$ cat src/core/ssr_pkg.sv
// Constants and carrier types for the sync serial register slice
package ssr_pkg;

  // ***************************************************************
  // Register byte addresses
  // ***************************************************************
  localparam logic [31:0] ADDR_TX_HOLD   = 32'hF001_0024;
  localparam logic [31:0] ADDR_RX_SYNC   = 32'hF001_0030;
  localparam logic [31:0] ADDR_TX_SYNC   = 32'hF001_0034;
  localparam logic [31:0] ADDR_CMP_ZERO  = 32'hF001_0038;
  localparam logic [31:0] ADDR_CMP_ONE   = 32'hF001_003C;
  localparam logic [31:0] ADDR_STATUS    = 32'hF001_0040;
  localparam logic [31:0] ADDR_IRQ_SET   = 32'hF001_0044;
  localparam logic [31:0] ADDR_IRQ_CLR   = 32'hF001_0048;
  localparam logic [31:0] ADDR_IRQ_MASK  = 32'hF001_004C;
  localparam logic [31:0] ADDR_WP_MODE   = 32'hF001_00E4;

  // ***************************************************************
  // Status and mask bit positions
  // ***************************************************************
  localparam int unsigned BIT_TX_FREE    = 0;
  localparam int unsigned BIT_TX_SENT    = 1;
  localparam int unsigned BIT_RX_AVAIL   = 4;
  localparam int unsigned BIT_RX_OVWR    = 5;
  localparam int unsigned BIT_CMP_ZERO   = 8;
  localparam int unsigned BIT_CMP_ONE    = 9;
  localparam int unsigned BIT_TX_SYNC    = 10;
  localparam int unsigned BIT_RX_SYNC    = 11;
  localparam int unsigned BIT_TX_ACTIVE  = 16;
  localparam int unsigned BIT_RX_ACTIVE  = 17;
  localparam logic [31:0] SRC_MASK       = 32'h0000_0F33;

  // ***************************************************************
  // Field layouts and reset values
  // ***************************************************************
  localparam int unsigned SYNC_W         = 16;
  localparam int unsigned WP_KEY_LSB     = 8;
  localparam int unsigned WP_ON_BIT      = 0;
  localparam logic [23:0] WP_KEY         = 24'h53_5343;
  localparam logic [31:0] RST_WORD       = 32'h0000_0000;
  localparam logic [15:0] RST_HALF       = 16'h0000;
  localparam logic [4:0]  RST_CNT        = 5'h00;

  // Transmit framing configuration from the mode registers
  typedef struct packed {
    logic       sync_pattern_send_enable;
    logic [3:0] sync_len;
    logic [4:0] word_length_field;
  } ssr_tx_cfg_t;

  // Receive engine events, all on the peripheral clock
  typedef struct packed {
    logic        word_valid;
    logic [31:0] word;
    logic        holding_read;
    logic        sync_valid;
    logic [15:0] sync_word;
    logic        sync_event;
  } ssr_rx_evt_t;

endpackage : ssr_pkg

$ cat src/core/ssr_regs.sv
// Register slice, status flags, mask and transmit shifter
//
// What this block does
// RQ1: Transmit words come from a write-only holding word, bit 0 first.
// RQ2: Received sync data reads in bits 15..0, upper bits zero.
// RQ3: Transmit sync word is a read/write 16-bit field.
// RQ4: Two 16-bit receive compare words in separate registers.
// RQ5: Compare writes are ignored while write protection is on.
// RQ6: Status bit 0 is 1 when the holding word is empty.
// RQ7: Status bit 1 is 1 when holding and shifter are drained.
// RQ8: Status bit 4 is 1 while a received word waits.
// RQ9: Status bit 5 sets on receive overwrite, clears on read.
// RQ10: Status bits 8, 9 set on compare match, clear on read.
// RQ11: Status bits 10, 11 set on sync events, clear on read.
// RQ12: Status bits 16, 17 show live transmit and receive enables.
// RQ13: Ones written to the enable register set mask bits.
// RQ14: Ones written to the disable register clear mask bits.
// RQ15: Mask register reads enabled sources.
// RQ16: Sources sit at bits 0,1,4,5,8..11 in all three.
// RQ17: With sync send on, the sync word shifts out in frame sync.
// RQ18: Write protection changes only with the matching key.
// RQ19: Interrupt is high while a flag and its mask bit are 1.
// RQ20: Write-only reads give zero, read-only writes are ignored.
//
// Local design decision: the APB register port.
`timescale 1ns/1ps
`default_nettype none

module ssr_regs (
  input  wire logic                clk_i,
  input  wire logic                rst_i,
  input  wire logic                ce_i,
  // APB slave
  input  wire logic                psel_i,
  input  wire logic                penable_i,
  input  wire logic                pwrite_i,
  input  wire logic [31:0]         paddr_i,
  input  wire logic [31:0]         pwdata_i,
  output logic      [31:0]         prdata_o,
  output logic                     pready_o,
  output logic                     pslverr_o,
  // Engine side
  input  wire logic                tx_active_status_i,
  input  wire logic                rx_active_status_i,
  input  wire ssr_pkg::ssr_tx_cfg_t tx_cfg_i,
  input  wire ssr_pkg::ssr_rx_evt_t rx_evt_i,
  // Serial link
  input  wire logic                link_clk_i,
  output logic                     tx_data_o,
  output logic                     tx_frame_o,
  output logic                     irq_o
);

  // ***************************************************************
  // Helper functions
  // ***************************************************************

  // Address match against one register
  function automatic logic addr_hit(input logic [31:0] a,
                                    input logic [31:0] reg_addr);
    addr_hit = (a == reg_addr);
  endfunction : addr_hit

  // Sticky flag update, a set beats a clear in the same cycle
  function automatic logic sticky(input logic cur,
                                  input logic set,
                                  input logic clr);
    sticky = set | (cur & ~clr);
  endfunction : sticky

  // ***************************************************************
  // Declarations
  // ***************************************************************
  typedef enum logic [1:0] {TX_IDLE, TX_SYNC, TX_DATA} ssr_tx_st_t;

  ssr_tx_st_t   tx_st_q;
  logic [31:0]  hold_q;
  logic         hold_full_q;
  logic [31:0]  shift_q;
  logic [15:0]  sync_sh_q;
  logic [4:0]   cnt_q;
  logic [15:0]  tx_sync_word_q;
  logic [15:0]  rx_sync_word_q;
  logic [15:0]  cmp_zero_q;
  logic [15:0]  cmp_one_q;
  logic         wp_on_q;
  logic [31:0]  mask_q;
  logic [31:0]  rd_snap_q;
  logic         rx_avail_q;
  logic         ovwr_q;
  logic         cmp0_q;
  logic         cmp1_q;
  logic         txs_q;
  logic         rxs_q;
  logic         lk_s1_q;
  logic         lk_s2_q;
  logic         lk_s3_q;
  logic [31:0]  prdata_q;
  logic         pready_q;
  logic         pslverr_q;
  logic         irq_q;
  logic         tx_data_q;
  logic         tx_frame_q;

  logic [31:0]  status_w;
  logic [31:0]  rdata_w;
  logic         mapped_w;
  logic         capture_w;
  logic         done_w;
  logic         wr_w;
  logic         stat_rd_w;
  logic         lk_fall_w;
  logic         start_w;
  logic         cmp0_hit_w;
  logic         cmp1_hit_w;

  // ***************************************************************
  // Bus phase decode
  // ***************************************************************

  // Capture read data in the first access cycle, finish in the next
  assign capture_w = psel_i & penable_i & ~pready_q;
  assign done_w    = psel_i & penable_i & pready_q;
  assign wr_w      = done_w & pwrite_i;
  assign stat_rd_w = done_w & ~pwrite_i
                   & addr_hit(paddr_i, ssr_pkg::ADDR_STATUS);

  // Address map membership
  always_comb begin
    mapped_w = addr_hit(paddr_i, ssr_pkg::ADDR_TX_HOLD)
             | addr_hit(paddr_i, ssr_pkg::ADDR_RX_SYNC)
             | addr_hit(paddr_i, ssr_pkg::ADDR_TX_SYNC)
             | addr_hit(paddr_i, ssr_pkg::ADDR_CMP_ZERO)
             | addr_hit(paddr_i, ssr_pkg::ADDR_CMP_ONE)
             | addr_hit(paddr_i, ssr_pkg::ADDR_STATUS)
             | addr_hit(paddr_i, ssr_pkg::ADDR_IRQ_SET)
             | addr_hit(paddr_i, ssr_pkg::ADDR_IRQ_CLR)
             | addr_hit(paddr_i, ssr_pkg::ADDR_IRQ_MASK)
             | addr_hit(paddr_i, ssr_pkg::ADDR_WP_MODE);
  end

  // ***************************************************************
  // Status word
  // ***************************************************************

  // Live levels and sticky flags at their bit positions
  always_comb begin
    status_w = ssr_pkg::RST_WORD;
    status_w[ssr_pkg::BIT_TX_FREE]   = ~hold_full_q; // [RQ6]
    status_w[ssr_pkg::BIT_TX_SENT]   = ~hold_full_q
                                     & (tx_st_q == TX_IDLE); // [RQ7]
    status_w[ssr_pkg::BIT_RX_AVAIL]  = rx_avail_q; // [RQ8]
    status_w[ssr_pkg::BIT_RX_OVWR]   = ovwr_q; // [RQ9]
    status_w[ssr_pkg::BIT_CMP_ZERO]  = cmp0_q; // [RQ10]
    status_w[ssr_pkg::BIT_CMP_ONE]   = cmp1_q; // [RQ10]
    status_w[ssr_pkg::BIT_TX_SYNC]   = txs_q; // [RQ11]
    status_w[ssr_pkg::BIT_RX_SYNC]   = rxs_q; // [RQ11]
    status_w[ssr_pkg::BIT_TX_ACTIVE] = tx_active_status_i; // [RQ12]
    status_w[ssr_pkg::BIT_RX_ACTIVE] = rx_active_status_i; // [RQ12]
  end

  // ***************************************************************
  // Read multiplexer
  // ***************************************************************

  // Write-only and unmapped addresses read as zero
  always_comb begin
    rdata_w = ssr_pkg::RST_WORD; // [RQ20]
    if (addr_hit(paddr_i, ssr_pkg::ADDR_RX_SYNC)) begin
      rdata_w[ssr_pkg::SYNC_W-1:0] = rx_sync_word_q; // [RQ2]
    end
    if (addr_hit(paddr_i, ssr_pkg::ADDR_TX_SYNC)) begin
      rdata_w[ssr_pkg::SYNC_W-1:0] = tx_sync_word_q; // [RQ3]
    end
    if (addr_hit(paddr_i, ssr_pkg::ADDR_CMP_ZERO)) begin
      rdata_w[ssr_pkg::SYNC_W-1:0] = cmp_zero_q; // [RQ4]
    end
    if (addr_hit(paddr_i, ssr_pkg::ADDR_CMP_ONE)) begin
      rdata_w[ssr_pkg::SYNC_W-1:0] = cmp_one_q; // [RQ4]
    end
    if (addr_hit(paddr_i, ssr_pkg::ADDR_STATUS)) begin
      rdata_w = status_w;
    end
    if (addr_hit(paddr_i, ssr_pkg::ADDR_IRQ_MASK)) begin
      rdata_w = mask_q; // [RQ15]
    end
    if (addr_hit(paddr_i, ssr_pkg::ADDR_WP_MODE)) begin
      rdata_w[ssr_pkg::WP_ON_BIT] = wp_on_q;
    end
  end

  // ***************************************************************
  // APB answer
  // ***************************************************************

  // One wait state, data and error registered with ready
  always_ff @(posedge clk_i or posedge rst_i) begin
    if (rst_i) begin
      pready_q  <= 1'b0;
      prdata_q  <= ssr_pkg::RST_WORD;
      pslverr_q <= 1'b0;
      rd_snap_q <= ssr_pkg::RST_WORD;
    end else if (ce_i) begin
      pready_q  <= capture_w;
      if (capture_w) begin
        prdata_q  <= pwrite_i ? ssr_pkg::RST_WORD : rdata_w;
        pslverr_q <= ~mapped_w;
        rd_snap_q <= status_w;
      end else begin
        pslverr_q <= 1'b0;
      end
    end
  end

  // ***************************************************************
  // Software written registers
  // ***************************************************************

  // Sync word, compare words, write protection
  always_ff @(posedge clk_i or posedge rst_i) begin
    if (rst_i) begin
      tx_sync_word_q <= ssr_pkg::RST_HALF;
      cmp_zero_q     <= ssr_pkg::RST_HALF;
      cmp_one_q      <= ssr_pkg::RST_HALF;
      wp_on_q        <= 1'b0;
    end else if (ce_i && wr_w) begin
      if (addr_hit(paddr_i, ssr_pkg::ADDR_TX_SYNC)) begin
        tx_sync_word_q <= pwdata_i[ssr_pkg::SYNC_W-1:0]; // [RQ3]
      end
      if (addr_hit(paddr_i, ssr_pkg::ADDR_CMP_ZERO) && !wp_on_q) begin
        cmp_zero_q <= pwdata_i[ssr_pkg::SYNC_W-1:0]; // [RQ5]
      end
      if (addr_hit(paddr_i, ssr_pkg::ADDR_CMP_ONE) && !wp_on_q) begin
        cmp_one_q <= pwdata_i[ssr_pkg::SYNC_W-1:0]; // [RQ5]
      end
      if (addr_hit(paddr_i, ssr_pkg::ADDR_WP_MODE)
          && pwdata_i[31:ssr_pkg::WP_KEY_LSB] == ssr_pkg::WP_KEY) begin
        wp_on_q <= pwdata_i[ssr_pkg::WP_ON_BIT]; // [RQ18]
      end
    end
  end

  // Interrupt mask, set and clear through separate registers
  always_ff @(posedge clk_i or posedge rst_i) begin
    if (rst_i) begin
      mask_q <= ssr_pkg::RST_WORD; // [RQ19]
    end else if (ce_i && wr_w) begin
      if (addr_hit(paddr_i, ssr_pkg::ADDR_IRQ_SET)) begin
        mask_q <= mask_q | (pwdata_i & ssr_pkg::SRC_MASK); // [RQ13] [RQ16]
      end else if (addr_hit(paddr_i, ssr_pkg::ADDR_IRQ_CLR)) begin
        mask_q <= mask_q & ~(pwdata_i & ssr_pkg::SRC_MASK); // [RQ14] [RQ16]
      end
    end
  end

  // ***************************************************************
  // Receive side flags
  // ***************************************************************

  assign cmp0_hit_w = rx_evt_i.word_valid
                    & (rx_evt_i.word[ssr_pkg::SYNC_W-1:0] == cmp_zero_q);
  assign cmp1_hit_w = rx_evt_i.word_valid
                    & (rx_evt_i.word[ssr_pkg::SYNC_W-1:0] == cmp_one_q);

  // Sticky flags clear only the bits that the status read returned
  always_ff @(posedge clk_i or posedge rst_i) begin
    if (rst_i) begin
      rx_avail_q <= 1'b0;
      ovwr_q     <= 1'b0;
      cmp0_q     <= 1'b0;
      cmp1_q     <= 1'b0;
      txs_q      <= 1'b0;
      rxs_q      <= 1'b0;
    end else if (ce_i) begin
      rx_avail_q <= sticky(rx_avail_q, rx_evt_i.word_valid,
                           rx_evt_i.holding_read);                   // [RQ8]
      ovwr_q <= sticky(ovwr_q, rx_evt_i.word_valid & rx_avail_q
                       & ~rx_evt_i.holding_read,
                       stat_rd_w & rd_snap_q[ssr_pkg::BIT_RX_OVWR]); // [RQ9]
      cmp0_q <= sticky(cmp0_q, cmp0_hit_w,
                       stat_rd_w & rd_snap_q[ssr_pkg::BIT_CMP_ZERO]); // [RQ10]
      cmp1_q <= sticky(cmp1_q, cmp1_hit_w,
                       stat_rd_w & rd_snap_q[ssr_pkg::BIT_CMP_ONE]); // [RQ10]
      txs_q  <= sticky(txs_q, start_w,
                       stat_rd_w & rd_snap_q[ssr_pkg::BIT_TX_SYNC]); // [RQ11]
      rxs_q  <= sticky(rxs_q, rx_evt_i.sync_event,
                       stat_rd_w & rd_snap_q[ssr_pkg::BIT_RX_SYNC]); // [RQ11]
    end
  end

  // Receive sync word holder, hardware loaded only
  always_ff @(posedge clk_i or posedge rst_i) begin
    if (rst_i) begin
      rx_sync_word_q <= ssr_pkg::RST_HALF;
    end else if (ce_i && rx_evt_i.sync_valid) begin
      rx_sync_word_q <= rx_evt_i.sync_word; // [RQ2]
    end
  end

  // ***************************************************************
  // Interrupt output
  // ***************************************************************

  // Any enabled source raises the line
  always_ff @(posedge clk_i or posedge rst_i) begin
    if (rst_i) begin
      irq_q <= 1'b0;
    end else if (ce_i) begin
      irq_q <= |(status_w & mask_q & ssr_pkg::SRC_MASK); // [RQ19]
    end
  end

  // ***************************************************************
  // Link clock sampling
  // ***************************************************************

  // Two-stage synchroniser plus an edge stage, reset to the idle high level
  always_ff @(posedge clk_i or posedge rst_i) begin
    if (rst_i) begin
      lk_s1_q <= 1'b1;
      lk_s2_q <= 1'b1;
      lk_s3_q <= 1'b1;
    end else if (ce_i) begin
      lk_s1_q <= link_clk_i;
      lk_s2_q <= lk_s1_q;
      lk_s3_q <= lk_s2_q;
    end
  end

  assign lk_fall_w = lk_s3_q & ~lk_s2_q;

  // A frame starts on a falling link edge when transmit is enabled and a word waits, from idle or at the end of a data phase
  assign start_w = lk_fall_w & tx_active_status_i & hold_full_q
                 & ((tx_st_q == TX_IDLE)
                 | ((tx_st_q == TX_DATA) & (cnt_q == ssr_pkg::RST_CNT)));

  // ***************************************************************
  // Transmit holding register
  // ***************************************************************

  // A write during the load keeps the register full
  always_ff @(posedge clk_i or posedge rst_i) begin
    if (rst_i) begin
      hold_q      <= ssr_pkg::RST_WORD;
      hold_full_q <= 1'b0;
    end else if (ce_i) begin
      if (wr_w && addr_hit(paddr_i, ssr_pkg::ADDR_TX_HOLD)) begin
        hold_q      <= pwdata_i; // [RQ1]
        hold_full_q <= 1'b1; // [RQ6]
      end else if (start_w) begin
        hold_full_q <= 1'b0; // [RQ6]
      end
    end
  end

  // ***************************************************************
  // Transmit shifter
  // ***************************************************************

  // Sync phase, then data phase, shifted on falling link edges
  always_ff @(posedge clk_i or posedge rst_i) begin
    if (rst_i) begin
      tx_st_q    <= TX_IDLE;
      shift_q    <= ssr_pkg::RST_WORD;
      sync_sh_q  <= ssr_pkg::RST_HALF;
      cnt_q      <= ssr_pkg::RST_CNT;
      tx_data_q  <= 1'b0;
      tx_frame_q <= 1'b0;
    end else if (ce_i && lk_fall_w) begin
      if (start_w) begin
        tx_st_q    <= TX_SYNC;
        shift_q    <= hold_q; // [RQ1]
        tx_frame_q <= 1'b1;
        tx_data_q  <= tx_cfg_i.sync_pattern_send_enable
                    & tx_sync_word_q[0]; // [RQ17]
        sync_sh_q  <= {1'b0, tx_sync_word_q[15:1]};
        cnt_q      <= {1'b0, tx_cfg_i.sync_len};
      end else begin
        unique case (tx_st_q)
          TX_IDLE: begin
            tx_data_q  <= 1'b0;
            tx_frame_q <= 1'b0;
          end
          TX_SYNC: begin
            if (cnt_q == ssr_pkg::RST_CNT) begin
              tx_st_q    <= TX_DATA;
              tx_frame_q <= 1'b0;
              tx_data_q  <= shift_q[0]; // [RQ1]
              shift_q    <= {1'b0, shift_q[31:1]};
              cnt_q      <= tx_cfg_i.word_length_field;
            end else begin
              tx_data_q  <= tx_cfg_i.sync_pattern_send_enable
                          & sync_sh_q[0]; // [RQ17]
              sync_sh_q  <= {1'b0, sync_sh_q[15:1]};
              cnt_q      <= cnt_q - 5'h01;
            end
          end
          TX_DATA: begin
            if (cnt_q == ssr_pkg::RST_CNT) begin
              tx_st_q   <= TX_IDLE;
              tx_data_q <= 1'b0;
            end else begin
              tx_data_q <= shift_q[0]; // [RQ1]
              shift_q   <= {1'b0, shift_q[31:1]};
              cnt_q     <= cnt_q - 5'h01;
            end
          end
        endcase
      end
    end
  end

  // ***************************************************************
  // Outputs
  // ***************************************************************
  assign prdata_o   = prdata_q;
  assign pready_o   = pready_q;
  assign pslverr_o  = pslverr_q;
  assign irq_o      = irq_q;
  assign tx_data_o  = tx_data_q;
  assign tx_frame_o = tx_frame_q;

endmodule : ssr_regs

`default_nettype wire

$ cat config.mk
export PLATFORM = sky130hd
export DESIGN_NAME = ssr_regs
export DESIGN_NICKNAME = d
export VERILOG_FILES = /design/src/core/ssr_pkg.sv /design/src/core/ssr_regs.sv
export SDC_FILE = /design/constraint.sdc
export NUM_CORES = 1
export LEC_CHECK = 0
export ABC_AREA = 0
export BUFFER_PORTS_ARGS = -buffer_cell sky130_fd_sc_hd__buf_2
export CAP_MARGIN = 20
export CORE_UTILIZATION = 61
export DETAILED_ROUTE_END_ITERATION = 12
export PLACE_DENSITY = 0.86
export SLEW_MARGIN = 20
export SYNTH_ARGS = -nofsm -noshare
export SYNTH_HDL_FRONTEND = slang
export SYNTH_SLANG_ARGS = --single-unit
$ cat constraint.sdc
create_clock -name clk_i -period 16.9 [get_ports clk_i]
set_input_delay 0.845 -clock clk_i [delete_from_list [all_inputs] [get_ports clk_i]]
set_output_delay 0.845 -clock clk_i [all_outputs]
set_load 0.03 [all_outputs]
### Word-level counts from Yosys, hierarchy flattened

Cells that the tools add are included.

| word-level totals | value |
|---|---|
| register bits after elaboration | 239 |
| logic and storage cells | 172 |

| operators by class | value |
|---|---|
| $add $sub $neg | 1 |
| equal/unequal tests | 19 |
| muxes and demuxes | 35 |
| bitwise operators | 60 |
| reductions and logical operators | 29 |

Operators by type and width:

| kind | number |
|---|---|
| equality test 32 bit (second input constant) | 10 |
| 2-to-1 mux 32 bit | 7 |
| 2-to-1 mux 16 bit | 7 |
| case mux 32 bit (2 select lines) | 1 |
| AND 32 bit | 1 |
| equality test 16 bit | 2 |
| inverter 12 -> 32 bit | 1 |
| bitwise OR 32 x 12 -> 32 bit | 1 |
| AND 1 bit | 29 |
| equality test 24 x 23 -> 1 bit (second input constant) | 1 |
| 2-to-1 mux 18 bit | 1 |
| bitwise OR 1 bit | 16 |
| AND reduction 2 bit | 8 |
| 2-to-1 mux 5 bit | 3 |
| AND 12 bit | 1 |
| inverter 1 bit | 11 |
| case mux 5 bit (2 select lines) | 1 |
| 2-to-1 mux 1 bit | 9 |
| AND reduction 3 bit | 3 |
| AND reduction 4 bit | 2 |
| OR reduction 8 bit | 1 |
| logical AND 1 bit | 7 |
| 2-to-1 mux 2 bit | 3 |
| != test 3 bit (second input constant) | 2 |
| other kinds (13) | 16 |

### Logic depth before layout (Yosys ltp)

| depth | value |
|---|---|
| word-level depth | 12 |
| gate-level depth with buffers | 9 |
| gate-level depth less buffers | 7 |

### Worst setup path before layout

OpenSTA, ideal clock, no wires.

| path | value |
|---|---|
| path type | input to register |
| start point | in ce_i |
| end point | reg tx_sync_word_q[10] |
| setup time | 127 ps |
| data arrival time | 2600 ps |
| path slack | 14172 ps |
| stages | 7 |
| path through | clkbuf_1 > and4_1 > nand2_1 > or3_1 > nor4_4 > buf_6 > mux2_1 |

| on the way | value |
|---|---|
| longest elaborated chain between the ends | 2 |

Ends and longest elaborated chain:

| what | RTL line | RTL |
|---|---|---|
| start, declared | ssr_regs.sv:32 | `input wire logic ce_i,` |
| logical AND 1 bit | ssr_regs.sv:226 | `end else if (ce_i && wr_w) begin` |
| AND reduction 2 bit (no source line) | n/a |  |
| end signal, assigned | ssr_regs.sv:222 | `tx_sync_word_q <= ssr_pkg::RST_HALF;` |
| end signal, assigned | ssr_regs.sv:228 | `tx_sync_word_q <= pwdata_i[ssr_pkg::SYNC_W-1:0];` |
| end, declared | ssr_regs.sv:82 | `logic [15:0] tx_sync_word_q;` |

No other way between the ends.
A chain may end at the register's enable or synchronous reset.

### Worst setup path in the final report

| path | value |
|---|---|
| start point | in paddr_i[2] |
| end point | reg hold_q[20] |

| on the way | value |
|---|---|
| longest elaborated chain between the ends | 3 |

Ends and longest elaborated chain:

| what | RTL line | RTL |
|---|---|---|
| start, declared | ssr_regs.sv:37 | `input wire logic [31:0] paddr_i,` |
| equality test 32 bit | ssr_regs.sv:61 | `addr_hit = (a == reg_addr);` |
| logical AND 1 bit | ssr_regs.sv:347 | `if (wr_w && addr_hit(paddr_i, ssr_pkg::ADDR_TX_HOLD)) begin` |
| AND reduction 2 bit (no source line) | n/a |  |
| end signal, assigned | ssr_regs.sv:344 | `hold_q <= ssr_pkg::RST_WORD;` |
| end signal, assigned | ssr_regs.sv:348 | `hold_q <= pwdata_i;` |
| end, declared | ssr_regs.sv:77 | `logic [31:0] hold_q;` |

No other way between the ends.

==> impl_metrics.env <==
export IMPL_timing_rr_end="shift_q[3]"
export IMPL_cts_sinks=197
export IMPL_first_global_vias=6845
export IMPL_worstPathCellList="buf_2 -> or4b_1 -> nor2_1 -> nor4b_4 -> buf_4 -> mux2_1"
export IMPL_cts_setup_buffers=0
export IMPL_start_util_pct=62.5
export IMPL_stdcell_count=1140
export IMPL_wl_per_cell_um=21.2
export IMPL_crit_arrival_ps=3360
export IMPL_drive_gt1_share_pct=41.0
export IMPL_clockBufferDepth=2
export IMPL_ios=172
export IMPL_routed_wl_um=24200
export IMPL_crit_start="paddr_i[2]"
export IMPL_overflow=0
export IMPL_reg2reg_setup_slack_ps=14110
export IMPL_placed_cells=1105
export IMPL_avgViaCountPerCell=6.21
export IMPL_critPathKind="in2reg"
export IMPL_p_per_area_mw_per_mm2=82.4
export IMPL_cts_root_buffer="clkbuf_16"
export IMPL_worst_slack_ps=13850
export IMPL_fillCellCount=1068
export IMPL_slew_headroom_pct=34.1
export IMPL_layout_nets=1050
export IMPL_cts_max_level=4
export IMPL_fin_skew_ps=8.35
export IMPL_setup_tns_ps=0
export IMPL_gp_congestion=0.906
export IMPL_grt_usage_pct=29.4
export IMPL_grt_max_degree=141
export IMPL_slowest_stage="or4b_1"
export IMPL_worstHoldStart="prdata_o[2]"
export IMPL_setup_viol=0
export IMPL_drc=0
export IMPL_via_count=7075
export IMPL_avgSynthCellArea_um2=12.7
export IMPL_crit_path_end="hold_q[20]"
export IMPL_drv_cap=0
export IMPL_synthCells=780
export IMPL_fp_dieW_um=130
export IMPL_synth_most_common_cell="dfrtp_1"
export IMPL_peakVddDrop_v=0.0000779
export IMPL_slew_violations=0
export IMPL_die_h_um=130
export IMPL_r2r_cells=8
export IMPL_ant_nets=0
export IMPL_synth_top_area_cell="dfrtp_1"
export IMPL_post_dp_hpwl_um=16400
export IMPL_dr_pass1_iters=8
export IMPL_numCtsBuffers=17
export IMPL_syn2layout_area_growth_pct=13.6
export IMPL_p_leak_nw=5.66
export IMPL_status="finished clean"
export IMPL_max_freq_mhz=327
export IMPL_cts_tree="built"
export IMPL_grt_pass1_wl_um=36800
export IMPL_drtIter0Drc=633
export IMPL_layout_min_cycle_time_ps=3050
export IMPL_yosysSeqAreaShare_pct=49.7
export IMPL_synth_area_mm2=0.00993
export IMPL_synth_area_leaders="dfrtp_1 49%, mux2_2 19%, mux2_1 3.3%"
export IMPL_rsz0062_at_grt="no"
export IMPL_synth_common_cells="194 x dfrtp_1, 165 x mux2_2, 40 x nand2_1"
export IMPL_port_buffers=141
export IMPL_synth_edf_count=0
export IMPL_cts_resized=0
export IMPL_clk_latency_ps=440
export IMPL_holdWs_ps=484
export IMPL_cp_start_kind="primary input"
export IMPL_worst_pin_slew_ps=988
export IMPL_clkTransAtPathRegs_ps=70
export IMPL_rows=46
export IMPL_synth_seq_cells=197
export IMPL_path_max_fanout=39
export IMPL_min_path_type="reg2reg"
export IMPL_yosys_warnings=0
export IMPL_post_place_ws_ps=13290
export IMPL_antenna_found_initial=0
export IMPL_hold_viol=0
export IMPL_synth_main_ff_cell="dfrtp_1"
export IMPL_end_kind="register"
export IMPL_synth_cell_types=72
export IMPL_async_reset_ff_share_pct=100
export IMPL_finalCritPeriodShare_pct=18.1
export IMPL_antenna_cells=0
export IMPL_slowest_delay_ps=630
export IMPL_coreArea_mm2=0.0159
export IMPL_die_area_mm2=0.0168
export IMPL_synth_top_area_share_pct=48.9
export IMPL_rr_startpoint="cnt_q[0]"
export IMPL_crit_required_ps=17200
export IMPL_ctsHoldBuffers=0
worst max-delay path, delay by kind of cell:
| kind | cells | cell delay, ps |
|---|---|---|
| buffers and inverters | 2 | 1030 |
| AND/OR/NAND/NOR | 3 | 1050 |
| multiplexers | 1 | 400 |
per-stage QoR:
stage	util [%]	power (mW)	area, µm²
4_1_cts	70.7	0.929	11200
5_1_grt	71.0	0.957	11300
2_1_floorplan	-	0.540	9980
3_3_place_gp	67.4	0.570	10700
3_5_place_dp	67.5	0.572	10700
6_report	71.0	0.929	11300
layout make-up:
| class | count | area [µm²] | share of cell area (%) |
|---|---|---|---|
| clock buffers | 23 | 458 | 4.06 |
| repair buffers | 152 | 808 | 7.17 |
| inverters | 10 | 45.0 | 0.399 |
| flip-flops and latches | 197 | 4930 | 43.7 |
| clock inverters | 9 | 55.1 | 0.488 |
| well taps | 216 | 270 | 2.40 |
| multi-input cells | 533 | 4710 | 41.8 |
kinds of logic after synthesis:
family	count (synthesis)	synth area share, %
other	1	0.0378
AOI/OAI and AO/OA	120	8.76
and+or+nand+nor	149	10.1
DFF	197	49.7
xor gates and xnor gates	34	3.00
buffers and inverters	63	3.50
muxes	212	24.4
adders and majority gates	4	0.504
worst min-delay path by stage:
stage / to / slack, ps / depth (start not counted)
2_1_floorplan: hold_q[16] / 450 / 1
3_3_place_gp: irq_o / 460 / 1
3_5_place_dp: irq_o / 470 / 1
4_1_cts: irq_o / 480 / 1
5_1_grt: hold_q[18] / 500 / 1
6_report: prdata_o[2] / 480 / 2
sequential cells by signal, indices dropped and copies added (netlist names), 2 cells and up, named ones only:
| name | count |
|---|---|
| prdata_o | 18 |
| rd_snap_q | 5 |
| cmp_zero_q | 16 |
| hold_q | 32 |
| cmp_one_q | 16 |
| sync_sh_q | 15 |
| tx_sync_word_q | 16 |
| shift_q | 32 |
| rx_sync_word_q | 16 |
| cnt_q | 5 |
| tx_st_q | 2 |
routing by layer:
metal / GRT usage, % / wire [µm] / vias up
li1: - / - / 3139
met1: 39.0 / 10100 / 3541
met2: 47.9 / 11700 / 345
met3: 6.48 / 1850 / 50
met4: 10.5 / 567 / 0
met5: 0 / 0 / -
cells in the final DEF, fill, tap and decap left out, types with 4 or more instances in the layout:
cell type	n
nand3b_1	5
clkbuf_16	17
inv_1	9
conb_1	14
nor3_1	9
clkbuf_1	5
mux2i_1	7
nand2_1	40
a21oi_1	6
nor2b_1	9
nand3_1	9
mux2_2	165
buf_4	7
a22oi_1	5
ha_1	4
dfrtp_1	194
xor2_1	34
and3_1	4
mux2_4	10
a32oi_1	5
a211oi_1	4
a31oi_1	5
and4b_1	4
a21o_1	6
o21a_1	6
o21ai_0	29
clkinv_2	6
nor3b_1	4
mux2_1	29
nor4_1	10
nor4_4	4
a211o_1	9
nand4_1	5
buf_2	142
a22o_1	7
nor4b_1	4
o221ai_1	8
o22ai_1	10
nand2b_1	5
nor2_1	11
where the power goes:
group	internal, mW	switching [mW]
clock	0.191	0.174
combinational	0.0285	0.0475
sequential	0.481	0.00629
(Power assumes the default switching activity.)
